## src/rtl/t1rad_regs.svh

```systemverilog
`ifndef T1RAD_REGS_SVH
`define T1RAD_REGS_SVH

`define T1RAD_ALARM_STATUS_ONE_OFS  8'h00
`define T1RAD_EVENT_STATUS_OFS      8'h04
`define T1RAD_EVENT_CLEAR_OFS       8'h08
`define T1RAD_EVENT_ENABLE_OFS      8'h0C
`define T1RAD_CONTROL_OFS           8'h10

`define T1RAD_BIT_SYNC_LOSS         0
`define T1RAD_BIT_CARRIER_LOSS      1
`define T1RAD_BIT_YELLOW            2
`define T1RAD_BIT_BLUE              3
`define T1RAD_FLAG_WIDTH            4

`define T1RAD_CTL_YELLOW_MODE_SELECT 0
`define T1RAD_CTL_ESF_MODE          1
`define T1RAD_CTL_RESET             2'h0
`define T1RAD_ENABLE_RESET          4'h0

`define T1RAD_CLK_PERIOD_NS         8
`define T1RAD_BLUE_WINDOW_NS        3000000
`define T1RAD_BLUE_WINDOW_CYC       ((`T1RAD_BLUE_WINDOW_NS + `T1RAD_CLK_PERIOD_NS - 1) / `T1RAD_CLK_PERIOD_NS)
`define T1RAD_BLUE_MAX_ZEROS        5
`define T1RAD_BLUE_CLR_ZEROS        6

`define T1RAD_D4_GROUP              256
`define T1RAD_D4_SET_ZEROS          254
`define T1RAD_ESF_PATTERN           16'h00FF
`define T1RAD_ESF_PATTERNS          16
`define T1RAD_ESF_CLR_MAX           14
`define T1RAD_RED_SET_ZEROS         192
`define T1RAD_RED_CLR_WINDOW        112
`define T1RAD_RED_CLR_ONES          14

`define T1RAD_RESP_OKAY             2'h0
`define T1RAD_RESP_SLVERR           2'h2

`endif

```

## src/rtl/t1rad_pkg.sv

```systemverilog
package t1rad_pkg;

	typedef struct packed {
		logic blue_alarm_flag;
		logic yellow_alarm_flag;
		logic carrier_loss_flag;
		logic sync_loss_flag;
	} t1rad_flags_type;

	typedef struct packed {
		logic data;
		logic strobe;
		logic ch_bit2;
		logic fbit12;
		logic facility_data_link;
		logic sync;
	} t1rad_rx_type;

	typedef enum logic [1:0] {
		RED_CLEAR,
		RED_ALARM,
		RED_WINDOW
	} t1rad_red_state_type;

endpackage : t1rad_pkg

```

## src/rtl/t1rad_top.sv

```systemverilog
`timescale 1ns/1ps
`include "t1rad_regs.svh"
// What this block does
// - Set blue alarm when a 3 ms window holds five or fewer zeros.
// - Clear blue alarm when a 3 ms window holds six or more zeros.
// - D4 bit-2 mode: yellow set when at least 254 of 256 bit-2 samples are zero.
// - D4 bit-2 mode: yellow clears when fewer than 254 of 256 are zero.
// - Twelfth F-bit mode: yellow set after two consecutive ones in that bit.
// - Twelfth F-bit mode: yellow clears after two consecutive zeros in that bit.
// - ESF mode: yellow set after sixteen consecutive 00FF data-link patterns.
// - ESF mode: yellow clears when at most fourteen of sixteen patterns match.
// - Set red alarm after 192 consecutive received zeros.
// - Clear red alarm on fourteen ones within 112 bits from the first one.
// - Red alarm is reported through the carrier-loss flag.
// - Blue detection tolerates bit errors and ignores framed all-ones.
module t1rad_top
	import t1rad_pkg::*;
#(
	parameter int BLUE_WINDOW_CYCLES = `T1RAD_BLUE_WINDOW_CYC,
	parameter int ADDR_W             = 8
) (
	input  wire logic              REF_CLK_I,
	input  wire logic              RESET_N_I,
	input  wire logic              RX_DATA_I,
	input  wire logic              RX_BIT_STROBE_I,
	input  wire logic              RX_CH_BIT2_I,
	input  wire logic              RX_FBIT12_I,
	input  wire logic              RX_FACILITY_DATA_LINK_I,
	input  wire logic              RX_SYNC_I,
	input  wire logic [ADDR_W-1:0] S_AXI_AWADDR_I,
	input  wire logic              S_AXI_AWVALID_I,
	output logic                   S_AXI_AWREADY_O,
	input  wire logic [31:0]       S_AXI_WDATA_I,
	input  wire logic [3:0]        S_AXI_WSTRB_I,
	input  wire logic              S_AXI_WVALID_I,
	output logic                   S_AXI_WREADY_O,
	output logic [1:0]             S_AXI_BRESP_O,
	output logic                   S_AXI_BVALID_O,
	input  wire logic              S_AXI_BREADY_I,
	input  wire logic [ADDR_W-1:0] S_AXI_ARADDR_I,
	input  wire logic              S_AXI_ARVALID_I,
	output logic                   S_AXI_ARREADY_O,
	output logic [31:0]            S_AXI_RDATA_O,
	output logic [1:0]             S_AXI_RRESP_O,
	output logic                   S_AXI_RVALID_O,
	input  wire logic              S_AXI_RREADY_I,
	output logic                   IRQ_O
);

	localparam int BW = $clog2(BLUE_WINDOW_CYCLES + 1);
	localparam int FW = `T1RAD_FLAG_WIDTH;

	t1rad_rx_type        rx_meta_q;
	t1rad_rx_type        rx_sync_q;
	logic                strobe_last_q;
	logic                bit_ev;
	logic                rx_bit;

	logic [1:0]          ctl_q;
	logic [FW-1:0]       enable_q;
	logic [FW-1:0]       event_q;
	logic [FW-1:0]       clear_pulse;
	t1rad_flags_type     flags;
	t1rad_flags_type     flags_last_q;

	logic [BW-1:0]       blue_cyc_q;
	logic [2:0]          blue_zeros_q;
	logic                blue_q;

	logic [8:0]          d4_count_q;
	logic [8:0]          d4_zeros_q;
	logic                d4_yellow_q;
	logic                f12_last_q;
	logic                f12_seen_q;
	logic                f12_yellow_q;

	logic [15:0]         link_shift_q;
	logic [3:0]          link_count_q;
	logic [15:0]         esf_hist_q;
	logic                esf_yellow_q;
	logic [15:0]         link_word;

	t1rad_red_state_type red_state_q;
	logic [7:0]          red_zeros_q;
	logic [6:0]          red_pos_q;
	logic [3:0]          red_ones_q;

	logic                aw_have_q;
	logic [ADDR_W-1:0]   aw_addr_q;
	logic                w_have_q;
	logic [31:0]         w_data_q;
	logic [3:0]          w_strb_q;
	logic                bvalid_q;
	logic [1:0]          bresp_q;
	logic                rvalid_q;
	logic [31:0]         rdata_q;
	logic [1:0]          rresp_q;
	logic                wr_fire;

	// Every receive pin passes two flops; the strobe edge is taken after the second.
	always_ff @(posedge REF_CLK_I or negedge RESET_N_I) begin
		if (!RESET_N_I) begin
			rx_meta_q     <= '0;
			rx_sync_q     <= '0;
			strobe_last_q <= 1'b0;
		end else begin
			rx_meta_q     <= '{data: RX_DATA_I, strobe: RX_BIT_STROBE_I,
				ch_bit2: RX_CH_BIT2_I, fbit12: RX_FBIT12_I,
				facility_data_link: RX_FACILITY_DATA_LINK_I, sync: RX_SYNC_I};
			rx_sync_q     <= rx_meta_q;
			strobe_last_q <= rx_sync_q.strobe;
		end
	end

	assign bit_ev = rx_sync_q.strobe & ~strobe_last_q;
	assign rx_bit = rx_sync_q.data;

	// Blue alarm: zeros counted over a fixed window of clock cycles. A framed
	// all-ones stream carries framing zeros, which keeps it above the limit.
	always_ff @(posedge REF_CLK_I or negedge RESET_N_I) begin
		if (!RESET_N_I) begin
			blue_cyc_q   <= '0;
			blue_zeros_q <= 3'h0;
			blue_q       <= 1'b0;
		end else if (blue_cyc_q == BW'(BLUE_WINDOW_CYCLES - 1)) begin
			blue_cyc_q   <= '0;
			blue_zeros_q <= 3'h0;
			if ((blue_zeros_q + 3'(bit_ev & ~rx_bit)) <= 3'(`T1RAD_BLUE_MAX_ZEROS)) begin
				blue_q <= 1'b1;
			end else begin
				blue_q <= 1'b0;
			end
		end else begin
			blue_cyc_q <= blue_cyc_q + BW'(1);
			if (bit_ev && !rx_bit && blue_zeros_q != 3'(`T1RAD_BLUE_CLR_ZEROS)) begin
				blue_zeros_q <= blue_zeros_q + 3'h1;
			end
		end
	end

	// D4 bit-2 yellow: judged on consecutive blocks of 256 channel samples.
	// The zero is widened by concatenation, since a cast would invert the padding too.
	always_ff @(posedge REF_CLK_I or negedge RESET_N_I) begin
		if (!RESET_N_I) begin
			d4_count_q  <= 9'h000;
			d4_zeros_q  <= 9'h000;
			d4_yellow_q <= 1'b0;
		end else if (bit_ev && rx_sync_q.ch_bit2) begin
			if (d4_count_q == 9'(`T1RAD_D4_GROUP - 1)) begin
				d4_count_q  <= 9'h000;
				d4_zeros_q  <= 9'h000;
				d4_yellow_q <= (d4_zeros_q + {8'h00, ~rx_bit}) >= 9'(`T1RAD_D4_SET_ZEROS);
			end else begin
				d4_count_q <= d4_count_q + 9'h001;
				d4_zeros_q <= d4_zeros_q + {8'h00, ~rx_bit};
			end
		end
	end

	// Twelfth F-bit yellow: two equal samples in a row change the state.
	always_ff @(posedge REF_CLK_I or negedge RESET_N_I) begin
		if (!RESET_N_I) begin
			f12_last_q   <= 1'b0;
			f12_seen_q   <= 1'b0;
			f12_yellow_q <= 1'b0;
		end else if (bit_ev && rx_sync_q.fbit12) begin
			f12_last_q <= rx_bit;
			f12_seen_q <= 1'b1;
			if (f12_seen_q && f12_last_q && rx_bit) begin
				f12_yellow_q <= 1'b1;
			end else if (f12_seen_q && !f12_last_q && !rx_bit) begin
				f12_yellow_q <= 1'b0;
			end
		end
	end

	// ESF yellow: data-link bits form 16-bit words, history of word matches.
	// Word alignment is taken from the first data-link bit after reset.
	assign link_word = {link_shift_q[14:0], rx_bit};

	always_ff @(posedge REF_CLK_I or negedge RESET_N_I) begin
		if (!RESET_N_I) begin
			link_shift_q <= 16'h0000;
			link_count_q <= 4'h0;
			esf_hist_q   <= 16'h0000;
			esf_yellow_q <= 1'b0;
		end else if (bit_ev && rx_sync_q.facility_data_link) begin
			link_shift_q <= link_word;
			link_count_q <= link_count_q + 4'h1;
			if (link_count_q == 4'hF) begin
				esf_hist_q <= {esf_hist_q[14:0], link_word == `T1RAD_ESF_PATTERN};
				if (&{esf_hist_q[14:0], link_word == `T1RAD_ESF_PATTERN}) begin
					esf_yellow_q <= 1'b1;
				end else if ($countones({esf_hist_q[14:0], link_word == `T1RAD_ESF_PATTERN})
					<= `T1RAD_ESF_CLR_MAX) begin
					esf_yellow_q <= 1'b0;
				end
			end
		end
	end

	// Red alarm: zero run to declare, then a ones count from the first one.
	always_ff @(posedge REF_CLK_I or negedge RESET_N_I) begin
		if (!RESET_N_I) begin
			red_state_q <= RED_CLEAR;
			red_zeros_q <= 8'h00;
			red_pos_q   <= 7'h00;
			red_ones_q  <= 4'h0;
		end else if (bit_ev) begin
			case (red_state_q)
				RED_CLEAR: begin
					if (rx_bit) begin
						red_zeros_q <= 8'h00;
					end else if (red_zeros_q == 8'(`T1RAD_RED_SET_ZEROS - 1)) begin
						red_zeros_q <= 8'h00;
						red_state_q <= RED_ALARM;
					end else begin
						red_zeros_q <= red_zeros_q + 8'h01;
					end
				end
				RED_ALARM: begin
					if (rx_bit) begin
						red_pos_q   <= 7'h01;
						red_ones_q  <= 4'h1;
						red_state_q <= RED_WINDOW;
					end
				end
				RED_WINDOW: begin
					red_pos_q  <= red_pos_q + 7'h01;
					red_ones_q <= red_ones_q + 4'(rx_bit);
					if (rx_bit && red_ones_q == 4'(`T1RAD_RED_CLR_ONES - 1)) begin
						red_state_q <= RED_CLEAR;
					end else if (red_pos_q == 7'(`T1RAD_RED_CLR_WINDOW - 1)) begin
						red_state_q <= RED_ALARM;
					end
				end
				default: begin
					red_state_q <= RED_CLEAR;
				end
			endcase
		end
	end

	always_comb begin
		flags.blue_alarm_flag   = blue_q;
		flags.carrier_loss_flag = red_state_q != RED_CLEAR;
		flags.sync_loss_flag    = ~rx_sync_q.sync;
		if (ctl_q[`T1RAD_CTL_ESF_MODE]) begin
			flags.yellow_alarm_flag = esf_yellow_q;
		end else if (ctl_q[`T1RAD_CTL_YELLOW_MODE_SELECT]) begin
			flags.yellow_alarm_flag = f12_yellow_q;
		end else begin
			flags.yellow_alarm_flag = d4_yellow_q;
		end
	end

	// Sticky events latch each rising flag; a set in the clearing cycle wins.
	always_ff @(posedge REF_CLK_I or negedge RESET_N_I) begin
		if (!RESET_N_I) begin
			flags_last_q <= '0;
			event_q      <= '0;
		end else begin
			flags_last_q <= flags;
			event_q      <= (event_q & ~clear_pulse) | (flags & ~flags_last_q);
		end
	end

	assign IRQ_O = |(event_q & enable_q);

	// Write path: address and data are captured in either order.
	assign S_AXI_AWREADY_O = ~aw_have_q & ~bvalid_q;
	assign S_AXI_WREADY_O  = ~w_have_q & ~bvalid_q;
	assign wr_fire         = aw_have_q & w_have_q & ~bvalid_q;
	assign S_AXI_BVALID_O  = bvalid_q;
	assign S_AXI_BRESP_O   = bresp_q;

	always_ff @(posedge REF_CLK_I or negedge RESET_N_I) begin
		if (!RESET_N_I) begin
			aw_have_q <= 1'b0;
			aw_addr_q <= '0;
			w_have_q  <= 1'b0;
			w_data_q  <= 32'h0000_0000;
			w_strb_q  <= 4'h0;
			bvalid_q  <= 1'b0;
			bresp_q   <= `T1RAD_RESP_OKAY;
		end else begin
			if (S_AXI_AWVALID_I && S_AXI_AWREADY_O) begin
				aw_have_q <= 1'b1;
				aw_addr_q <= S_AXI_AWADDR_I;
			end
			if (S_AXI_WVALID_I && S_AXI_WREADY_O) begin
				w_have_q <= 1'b1;
				w_data_q <= S_AXI_WDATA_I;
				w_strb_q <= S_AXI_WSTRB_I;
			end
			if (wr_fire) begin
				aw_have_q <= 1'b0;
				w_have_q  <= 1'b0;
				bvalid_q  <= 1'b1;
				case (aw_addr_q)
					ADDR_W'(`T1RAD_EVENT_CLEAR_OFS),
					ADDR_W'(`T1RAD_EVENT_ENABLE_OFS),
					ADDR_W'(`T1RAD_CONTROL_OFS): bresp_q <= `T1RAD_RESP_OKAY;
					default: bresp_q <= `T1RAD_RESP_SLVERR;
				endcase
			end else if (bvalid_q && S_AXI_BREADY_I) begin
				bvalid_q <= 1'b0;
			end
		end
	end

	// All fields sit in byte lane 0, so only strobe bit 0 matters.
	always_ff @(posedge REF_CLK_I or negedge RESET_N_I) begin
		if (!RESET_N_I) begin
			ctl_q    <= `T1RAD_CTL_RESET;
			enable_q <= `T1RAD_ENABLE_RESET;
		end else if (wr_fire && w_strb_q[0]) begin
			if (aw_addr_q == ADDR_W'(`T1RAD_EVENT_ENABLE_OFS)) begin
				enable_q <= w_data_q[FW-1:0];
			end
			if (aw_addr_q == ADDR_W'(`T1RAD_CONTROL_OFS)) begin
				ctl_q <= w_data_q[1:0];
			end
		end
	end

	always_comb begin
		clear_pulse = '0;
		if (wr_fire && w_strb_q[0] && aw_addr_q == ADDR_W'(`T1RAD_EVENT_CLEAR_OFS)) begin
			clear_pulse = w_data_q[FW-1:0];
		end
	end

	// Read path: one read at a time, answered one cycle after it is taken.
	assign S_AXI_ARREADY_O = ~rvalid_q;
	assign S_AXI_RVALID_O  = rvalid_q;
	assign S_AXI_RDATA_O   = rdata_q;
	assign S_AXI_RRESP_O   = rresp_q;

	always_ff @(posedge REF_CLK_I or negedge RESET_N_I) begin
		if (!RESET_N_I) begin
			rvalid_q <= 1'b0;
			rdata_q  <= 32'h0000_0000;
			rresp_q  <= `T1RAD_RESP_OKAY;
		end else if (S_AXI_ARVALID_I && !rvalid_q) begin
			rvalid_q <= 1'b1;
			rresp_q  <= `T1RAD_RESP_OKAY;
			case (S_AXI_ARADDR_I)
				ADDR_W'(`T1RAD_ALARM_STATUS_ONE_OFS): rdata_q <= {28'h000_0000, flags};
				ADDR_W'(`T1RAD_EVENT_STATUS_OFS):     rdata_q <= {28'h000_0000, event_q};
				ADDR_W'(`T1RAD_EVENT_CLEAR_OFS):      rdata_q <= 32'h0000_0000;
				ADDR_W'(`T1RAD_EVENT_ENABLE_OFS):     rdata_q <= {28'h000_0000, enable_q};
				ADDR_W'(`T1RAD_CONTROL_OFS):          rdata_q <= {28'h000_0000, 2'h0, ctl_q};
				default: begin
					rdata_q <= 32'h0000_0000;
					rresp_q <= `T1RAD_RESP_SLVERR;
				end
			endcase
		end else if (rvalid_q && S_AXI_RREADY_I) begin
			rvalid_q <= 1'b0;
		end
	end

endmodule : t1rad_top

```

## config.mk

```make
export PLATFORM = sky130hd
export DESIGN_NAME = t1rad_top
export DESIGN_NICKNAME = d
export VERILOG_FILES = /design/src/rtl/t1rad_pkg.sv /design/src/rtl/t1rad_top.sv
export VERILOG_INCLUDE_DIRS = /design/src /design/src/rtl
export SDC_FILE = /design/constraint.sdc
export NUM_CORES = 1
export LEC_CHECK = 0
export BUFFER_PORTS_ARGS = -buffer_cell sky130_fd_sc_hd__buf_4
export CAP_MARGIN = 10
export CORE_MARGIN = 2
export CORE_UTILIZATION = 62
export CTS_CLUSTER_DIAMETER = 200
export DETAILED_ROUTE_END_ITERATION = 10
export GPL_TIMING_DRIVEN = 0
export PLACE_DENSITY_LB_ADDON = 0.12
export SETUP_SLACK_MARGIN = 0.05
export SLEW_MARGIN = 20
export SYNTH_ARGS = -nofsm -noshare
export SYNTH_HDL_FRONTEND = slang
export SYNTH_SLANG_ARGS = --single-unit
```

## constraint.sdc

```tcl
create_clock -name REF_CLK_I -period 6.9 [get_ports REF_CLK_I]
set_input_delay 1.035 -clock REF_CLK_I [delete_from_list [all_inputs] [get_ports REF_CLK_I]]
set_output_delay 1.035 -clock REF_CLK_I [all_outputs]
set_load 0.02 [all_outputs]
```

==> results.toml, run 1 <==
[flow_run]
maxCapViolations = 0

[route]
wire_per_inst_um = 15.7
routed_wl_um = 14400
drc = 7
vias = 5180
avgViaCountPerCell = 5.66
ant_nets = 0
drtPass1Iterations = 7
drt_iter0_markers = 300

[floorplanning]
boundaryPins = 107
num_rows = 39
dieArea_sq_um = 12800
die_height_um = 113
placeableCoreArea_sq_um = 11500
initial_core_util_pct = 64.0
die_w_um = 113

[yosys]
synth-seq-cells = 151
syn-instance-count = 668
synth.area.top_cells = "dfrtp_1, mux2_2, ha_1"
synth.largest_area_cell = "dfrtp_1"
yosysMostFrequentCell = "dfrtp_1"
synth.top_cells.by_count = "dfrtp_1, nand2_1, nor2_1, mux2_2, inv_1"
ys_seq_area_share_pct = 51.3
yosysUniqueCellTypes = 63
yosys_warnings = 0
syn_area_sq_um = 7370
syn_avg_cell_area_sq_um = 11.0
synth_ff_type = "dfrtp_1"
synth_edf_count = 0
synth_top_area_share_pct = 51.3
async_reset_ff_share_pct = 100

[layout]
layout.cells.non_filler = 916
fin_nets = 855
fillers = 781
insertedDiodeCount = 0
areaGrowthSynthToFinish_pct = 17.5
drive_gt1_share_pct = 22.4

[placement]
place_inst = 885
routabilityCongestion = 0.895
port_buffers = 44
dp_hpwl_um = 9900

[clocking]
cts_resized = 0
cts_buffer_depth = 2
clk_pin_slew_ns = 0.06
cts_tree = "built"
cts_setup_buffers = 0
clkLatencyLatePin_ns = 0.42
cts_sinks = 151
htree_levels = 4
root_buffer = "clkbuf_16"
cts_made_buffers = 17
holdBufCountCts = 0

[critical_path]
cp_data_required_time_ns = 7.25
cpLargestDelayFamily = "adder cells"
end_kind = "register"
crit_buf_inv = 5
critPathKind = "reg2reg"
crit_path_max_fanout = 3
critical_path_arrival_ns = 5.24
crit_path_cell_trace = "or4_1 > nor4_1 > fa_1 > inv_1 > fa_1 > inv_1 > fa_1 > inv_1 > fa_1 > inv_1 > ha_1 > inv_1 > fa_1 > nor2b_1 > o21ai_0 > a21boi_0 > a211o_1"
cp_slowest_cell = "nor4_1"
critPathMaxStageDelay_ns = 0.60
critPathLaunchType = "register"

[sta]
fin_crit_ns = 4.89
max_slew.worst_pin.slew_ns = 0.732
fin_skew_ns = 0.00690
final-hold-violation-count = 0
maxSlewHeadroom_pct = 50.8
final_max_slew_viol_count = 0
rsz0062_at_grt = "no"
setup_viol = 0
fin_crit_sh_pct = 70.9
setup_tns_ns = 0
max_freq_mhz = 204

[power]
cellPowerDensity_nw_per_um2 = 291
p_leak_nw = 4.12
total_power_mw = 2.52
vdd_drop_max_uv = 179

[global_routing]
grt_pass1_vias = 5342
overflow = 0
grt_max_degree = 95
grt_pass1_wl_um = 25000
grtUsageTotal_pct = 24.4
antenna_found_initial = 0

[status]
status = "finished, violations left"
violations = "DRC"

[min_path]
min_path_type = "reg2reg"
logic make-up after synthesis:
group	count (synthesis)	share of synthesized area, %
AND/OR/NAND/NOR	218	16.0
flip-flops	151	51.3
AO/OA/AOI/OAI	98	8.54
buffers and inverters	83	6.09
multiplexers	50	7.55
XOR/XNOR	38	4.52
adder cells (fa/ha/maj)	29	5.94
other	1	0.0509
flip-flops by register name, summed over array words and instances (netlist names), 5 cells and up:
name and cells:
red_zeros_q 8, esf_hist_q 15, rx_sync_q 5, aw_addr_q 8, blue_cyc_q 19, link_shift_q 15, d4_count_q 9, rx_meta_q 6
red_pos_q 7, d4_zeros_q 9
final timing paths:
check / startpoint / to / slack [ns] / depth (start not counted)
worst min-delay path: rx_meta_q[1] / rx_sync_q[1] / 0.35 / 0
worst max register to register: link_shift_q[9] / esf_yellow_q / 2.01 / 17
worst max-delay path: link_shift_q[9] / esf_yellow_q / 2.01 / 17
worst min register to register: rx_meta_q[1] / rx_sync_q[1] / 0.35 / 0
max in group asynchronous: RESET_N_I / blue_cyc_q[8] / 5.59 / 2
min in group asynchronous: RESET_N_I / w_data_q[3] / 0.54 / 1
cell usage in the layout, fill, tap and decap left out, types with 4 or more instances in the layout:
cell type	Yosys	layout
a21o_1	5	5
a21oi_1	18	18
a22o_1	7	7
a31oi_1	8	8
and3_1	7	7
buf_2	5	5
buf_4	31	74
bufinv_16	0	5
clkbuf_1	8	10
clkbuf_16	0	17
clkinv_2	0	5
conb_1	1	30
dfrtp_1	151	151
fa_1	10	10
ha_1	19	19
inv_1	37	37
mux2_2	45	45
mux2i_1	5	5
nand2_1	48	48
nand2b_1	8	8
nand3_1	26	26
nand3b_1	6	6
nand4_1	16	16
nor2_1	47	47
nor2b_1	5	5
nor3_1	7	7
nor4_1	11	11
o21ai_0	32	32
o31ai_1	5	5
or3_1	4	4
or4_1	5	5
xnor2_1	25	25
xor2_1	13	13
where the power goes:
group	switching (mW)	leakage, nW	internal, mW
combinational	0.186	1.83	0.193
clock	0.345	0.316	0.656
sequential	0.122	1.97	1.01
total	0.652	4.12	1.86
metrics by stage:
stage	cell area (sq um)	hold WS, ns	setup WS (ns)	util [%]
floorplan	7480	0.331	2.59	-
global placement	7990	0.333	2.19	69.4
detailed placement	8020	0.335	2.07	69.7
CTS	8660	0.348	2.01	75.2
global route	8660	0.353	1.74	75.2
finish	8660	0.346	2.01	75.2
area by class of cell:
type                    instances  area (sq um)  share of cell area, %
well taps                     143           179                   2.07
clock inverters                10           175                   2.02
plain buffers                  46           310                   3.58
clock buffers                  21           460                   5.32
repair buffers                 45           365                   4.22
flip-flops and latches        151          3780                   43.6
inverters                      37           139                   1.60
multi-input cells             463          3250                   37.6
routing by layer:
metal / GRT usage (%) / wire (um) / up-vias
met5: 0 / 0 / -
met2: 41.3 / 7430 / 91
met1: 31.9 / 6240 / 2612
li1: - / - / 2461
met3: 5.89 / 548 / 16
met4: 6.83 / 160 / 0
No activity file was read; power rests on OpenSTA's default activity.
==> run 2: changes to the inputs <==
Settings changed: ABC_AREA from default to 1, CORE_UTILIZATION 62 to 52.
Clock period 6.9 ns to 4.2 ns, I/O delays scaled along.
==> run 2 against run 1 <==
  * The flow now finishes without violations
  * Register-to-register slack worse by 1.9 ns
  * Critical path depth is 2 higher
  * Via count is 9.9% higher
  * Global-route usage is 4.8 points lower
  * Cell area is 4.9% higher
  * Hold slack worse by 0.20 ns
  * Core utilization is 13 points lower
  * Wire length is 0.97% lower
  * Critical path type unchanged
  * Largest power group unchanged
==> results.toml, run 2 <==
[power]
total_power_mw = 4.20
cellPowerDensity_nw_per_um2 = 462
vdd_drop_max_uv = 305
p_leak_nw = 4.55

[critical_path]
cp_data_required_time_ns = 4.56
crit_path_max_fanout = 8
critPathLaunchType = "register"
critPathKind = "reg2reg"
critical_path_arrival_ns = 4.45
end_kind = "register"
r2r_setup_slack_ns = 0.11

[sta]
final_max_slew_viol_count = 0
fin_skew_ns = 0.00653
max_freq_mhz = 244
rsz0062_at_grt = "yes"
fin_crit_ns = 4.09
final-hold-violation-count = 0
timing.final.ws_setup_ns = 0.107
setup_viol = 0
fin_crit_sh_pct = 97.5
whs_ns = 0.141
setup_tns_ns = 0

[yosys]
synth.largest_area_cell = "dfrtp_1"
yosysUniqueCellTypes = 49
synth.top_cells.by_count = "nand2_1, dfrtp_1, inv_1, nor2_1, nand3_1"
async_reset_ff_share_pct = 100
synth.area.top_cells = "dfrtp_1, nand2_1, inv_1"
synth-seq-cells = 151
ys_seq_area_share_pct = 48.9
synth_top_area_share_pct = 48.9
yosysMostFrequentCell = "nand2_1"
syn_avg_cell_area_sq_um = 8.92
synth_ff_type = "dfrtp_1"
synth_edf_count = 0
syn_area_sq_um = 7730
yosys_warnings = 0
syn-instance-count = 867

[clocking]
cts_setup_buffers = 0
clk_pin_slew_ns = 0.06
cts_made_buffers = 17
clkLatencyLatePin_ns = 0.42
cts_buffer_depth = 2
htree_levels = 4
holdBufCountCts = 0
cts_tree = "built"
root_buffer = "clkbuf_16"
cts_sinks = 151

[layout]
final_cell_mix = "nand2_1, dfrtp_1, inv_1, buf_4, nor2_1"
fin_nets = 1055
max_flop_register = "blue_cyc_q"
largest_reg_flops = 19
final_core_util_pct = 62.5
reg_top3 = "blue_cyc_q (19), esf_hist_q (15), link_shift_q (15)"
areaGrowthSynthToFinish_pct = 17.5
drive_gt1_share_pct = 16.4
final_common_cell = "nand2_1"
insertedDiodeCount = 0

[global_routing]
overflow = 0
grt_pass1_wl_um = 25500
grt_pass1_vias = 5540
grtUsageTotal_pct = 19.6
grt_max_degree = 92
antenna_found_initial = 0

[floorplanning]
num_rows = 44
die_height_um = 126
boundaryPins = 107
dieArea_sq_um = 15900
placeableCoreArea_sq_um = 14500
initial_core_util_pct = 53.2
die_w_um = 126

[route]
ant_nets = 0
avgViaCountPerCell = 4.92
wl_met2_um = 6660
dr_wl_met3_um = 458
top_layer_used = "met4"
vias = 5691
drt_iter0_markers = 268
drc = 0
wirelength_met1_um = 6860
drtPass1Iterations = 4
routed_wl_um = 14200
wire_per_inst_um = 12.3

[status]
status = "complete, no violations"

[flow_run]
maxCapViolations = 0

[placement]
port_buffers = 45
preCtsSetupSlack_ns = 0.0301
routabilityCongestion = 0.905
dp_hpwl_um = 10300

[min_path]
min_path_type = "in2async"
## run 2: cell types whose count changed in the layout (fill, tap and decap cells not counted), sizes merged, moves of 9 or more
cell,change
nor4,-10
a21oi,+9
o21ai,+25
nor2,+27
nand3,+24
xor2,+9
inv,+90
xnor2,-18
nor3,+27
mux2,-29
nand2,+131
## run 2: worst max-delay path, cell delays in order (launching register included)
cell and delay (ns):
dfrtp_1 0.38, clkbuf_4 0.19, nand4_1 0.18, nor2_4 0.06
fa_1 0.47, inv_1 0.04, fa_1 0.47, inv_1 0.05
fa_1 0.50, inv_2 0.04, fa_1 0.44, inv_1 0.07
ha_2 0.18, inv_2 0.04, fa_1 0.45, nor3_2 0.18
nand4_1 0.11, nand3_1 0.07, nand2_1 0.05, nand2_1 0.05
## run 2: cell families after synthesis
group | synth area share, %
fa+ha+maj | 5.66
compound gates | 7.36
xor+xnor | 3.28
simple gates | 22.6
other cells | 0.0485
buf+inv | 9.87
flops | 48.9
mux | 2.33
## run 2: final timing paths
path	from	end	depth (start not counted)
setup / recovery	rx_bit	esf_yellow_q	19
hold / removal	RESET_N_I	esf_hist_q[14]	1
setup reg to reg	rx_bit	esf_yellow_q	19
hold reg to reg	rx_meta_q[0]	rx_sync_q[0]	0
max in group asynchronous	RESET_N_I	blue_cyc_q[12]	2
min in group REF_CLK_I	RX_CH_BIT2_I	rx_meta_q[3]	1
## run 2: layer usage
layer,track usage (%),vias up
li1,-,2926
met1,27.3,2663
met2,30.3,81
met3,4.93,21
met4,6.66,0
met5,0,-
## run 2: report_power, final
group / internal, mW / switching [mW] / total, mW
clock network: 1.02 / 0.570 / 1.59
registers: 1.69 / 0.183 / 1.87
logic: 0.326 / 0.403 / 0.730
## run 2: cell type report
cell class              instances  area, sq um
plain buffers                  39          289
clock buffers                  23          468
clock inverters                 8          146
fillers                      1262         5450
inverters                     127          477
multi-input cells             579         3330
flip-flops and latches        151         3780
well taps                     184          230
repair buffers                 46          373
## run 2: timing repair
| action | in CTS | in global routing |
|---|---|---|
| gates resized for setup | 2 | 7 |
| pin swaps | 0 | 3 |
| endpoints found under the setup margin | 1 | 1 |
## run 2: through the flow
stage | std cells | cell area (sq um)
2_1_floorplan | 896 | 7840
3_3_place_gp | 1125 | 8410
3_5_place_dp | 1126 | 8450
4_1_cts | 1157 | 9070
5_1_grt | 1157 | 9090
6_report | 1157 | 9090
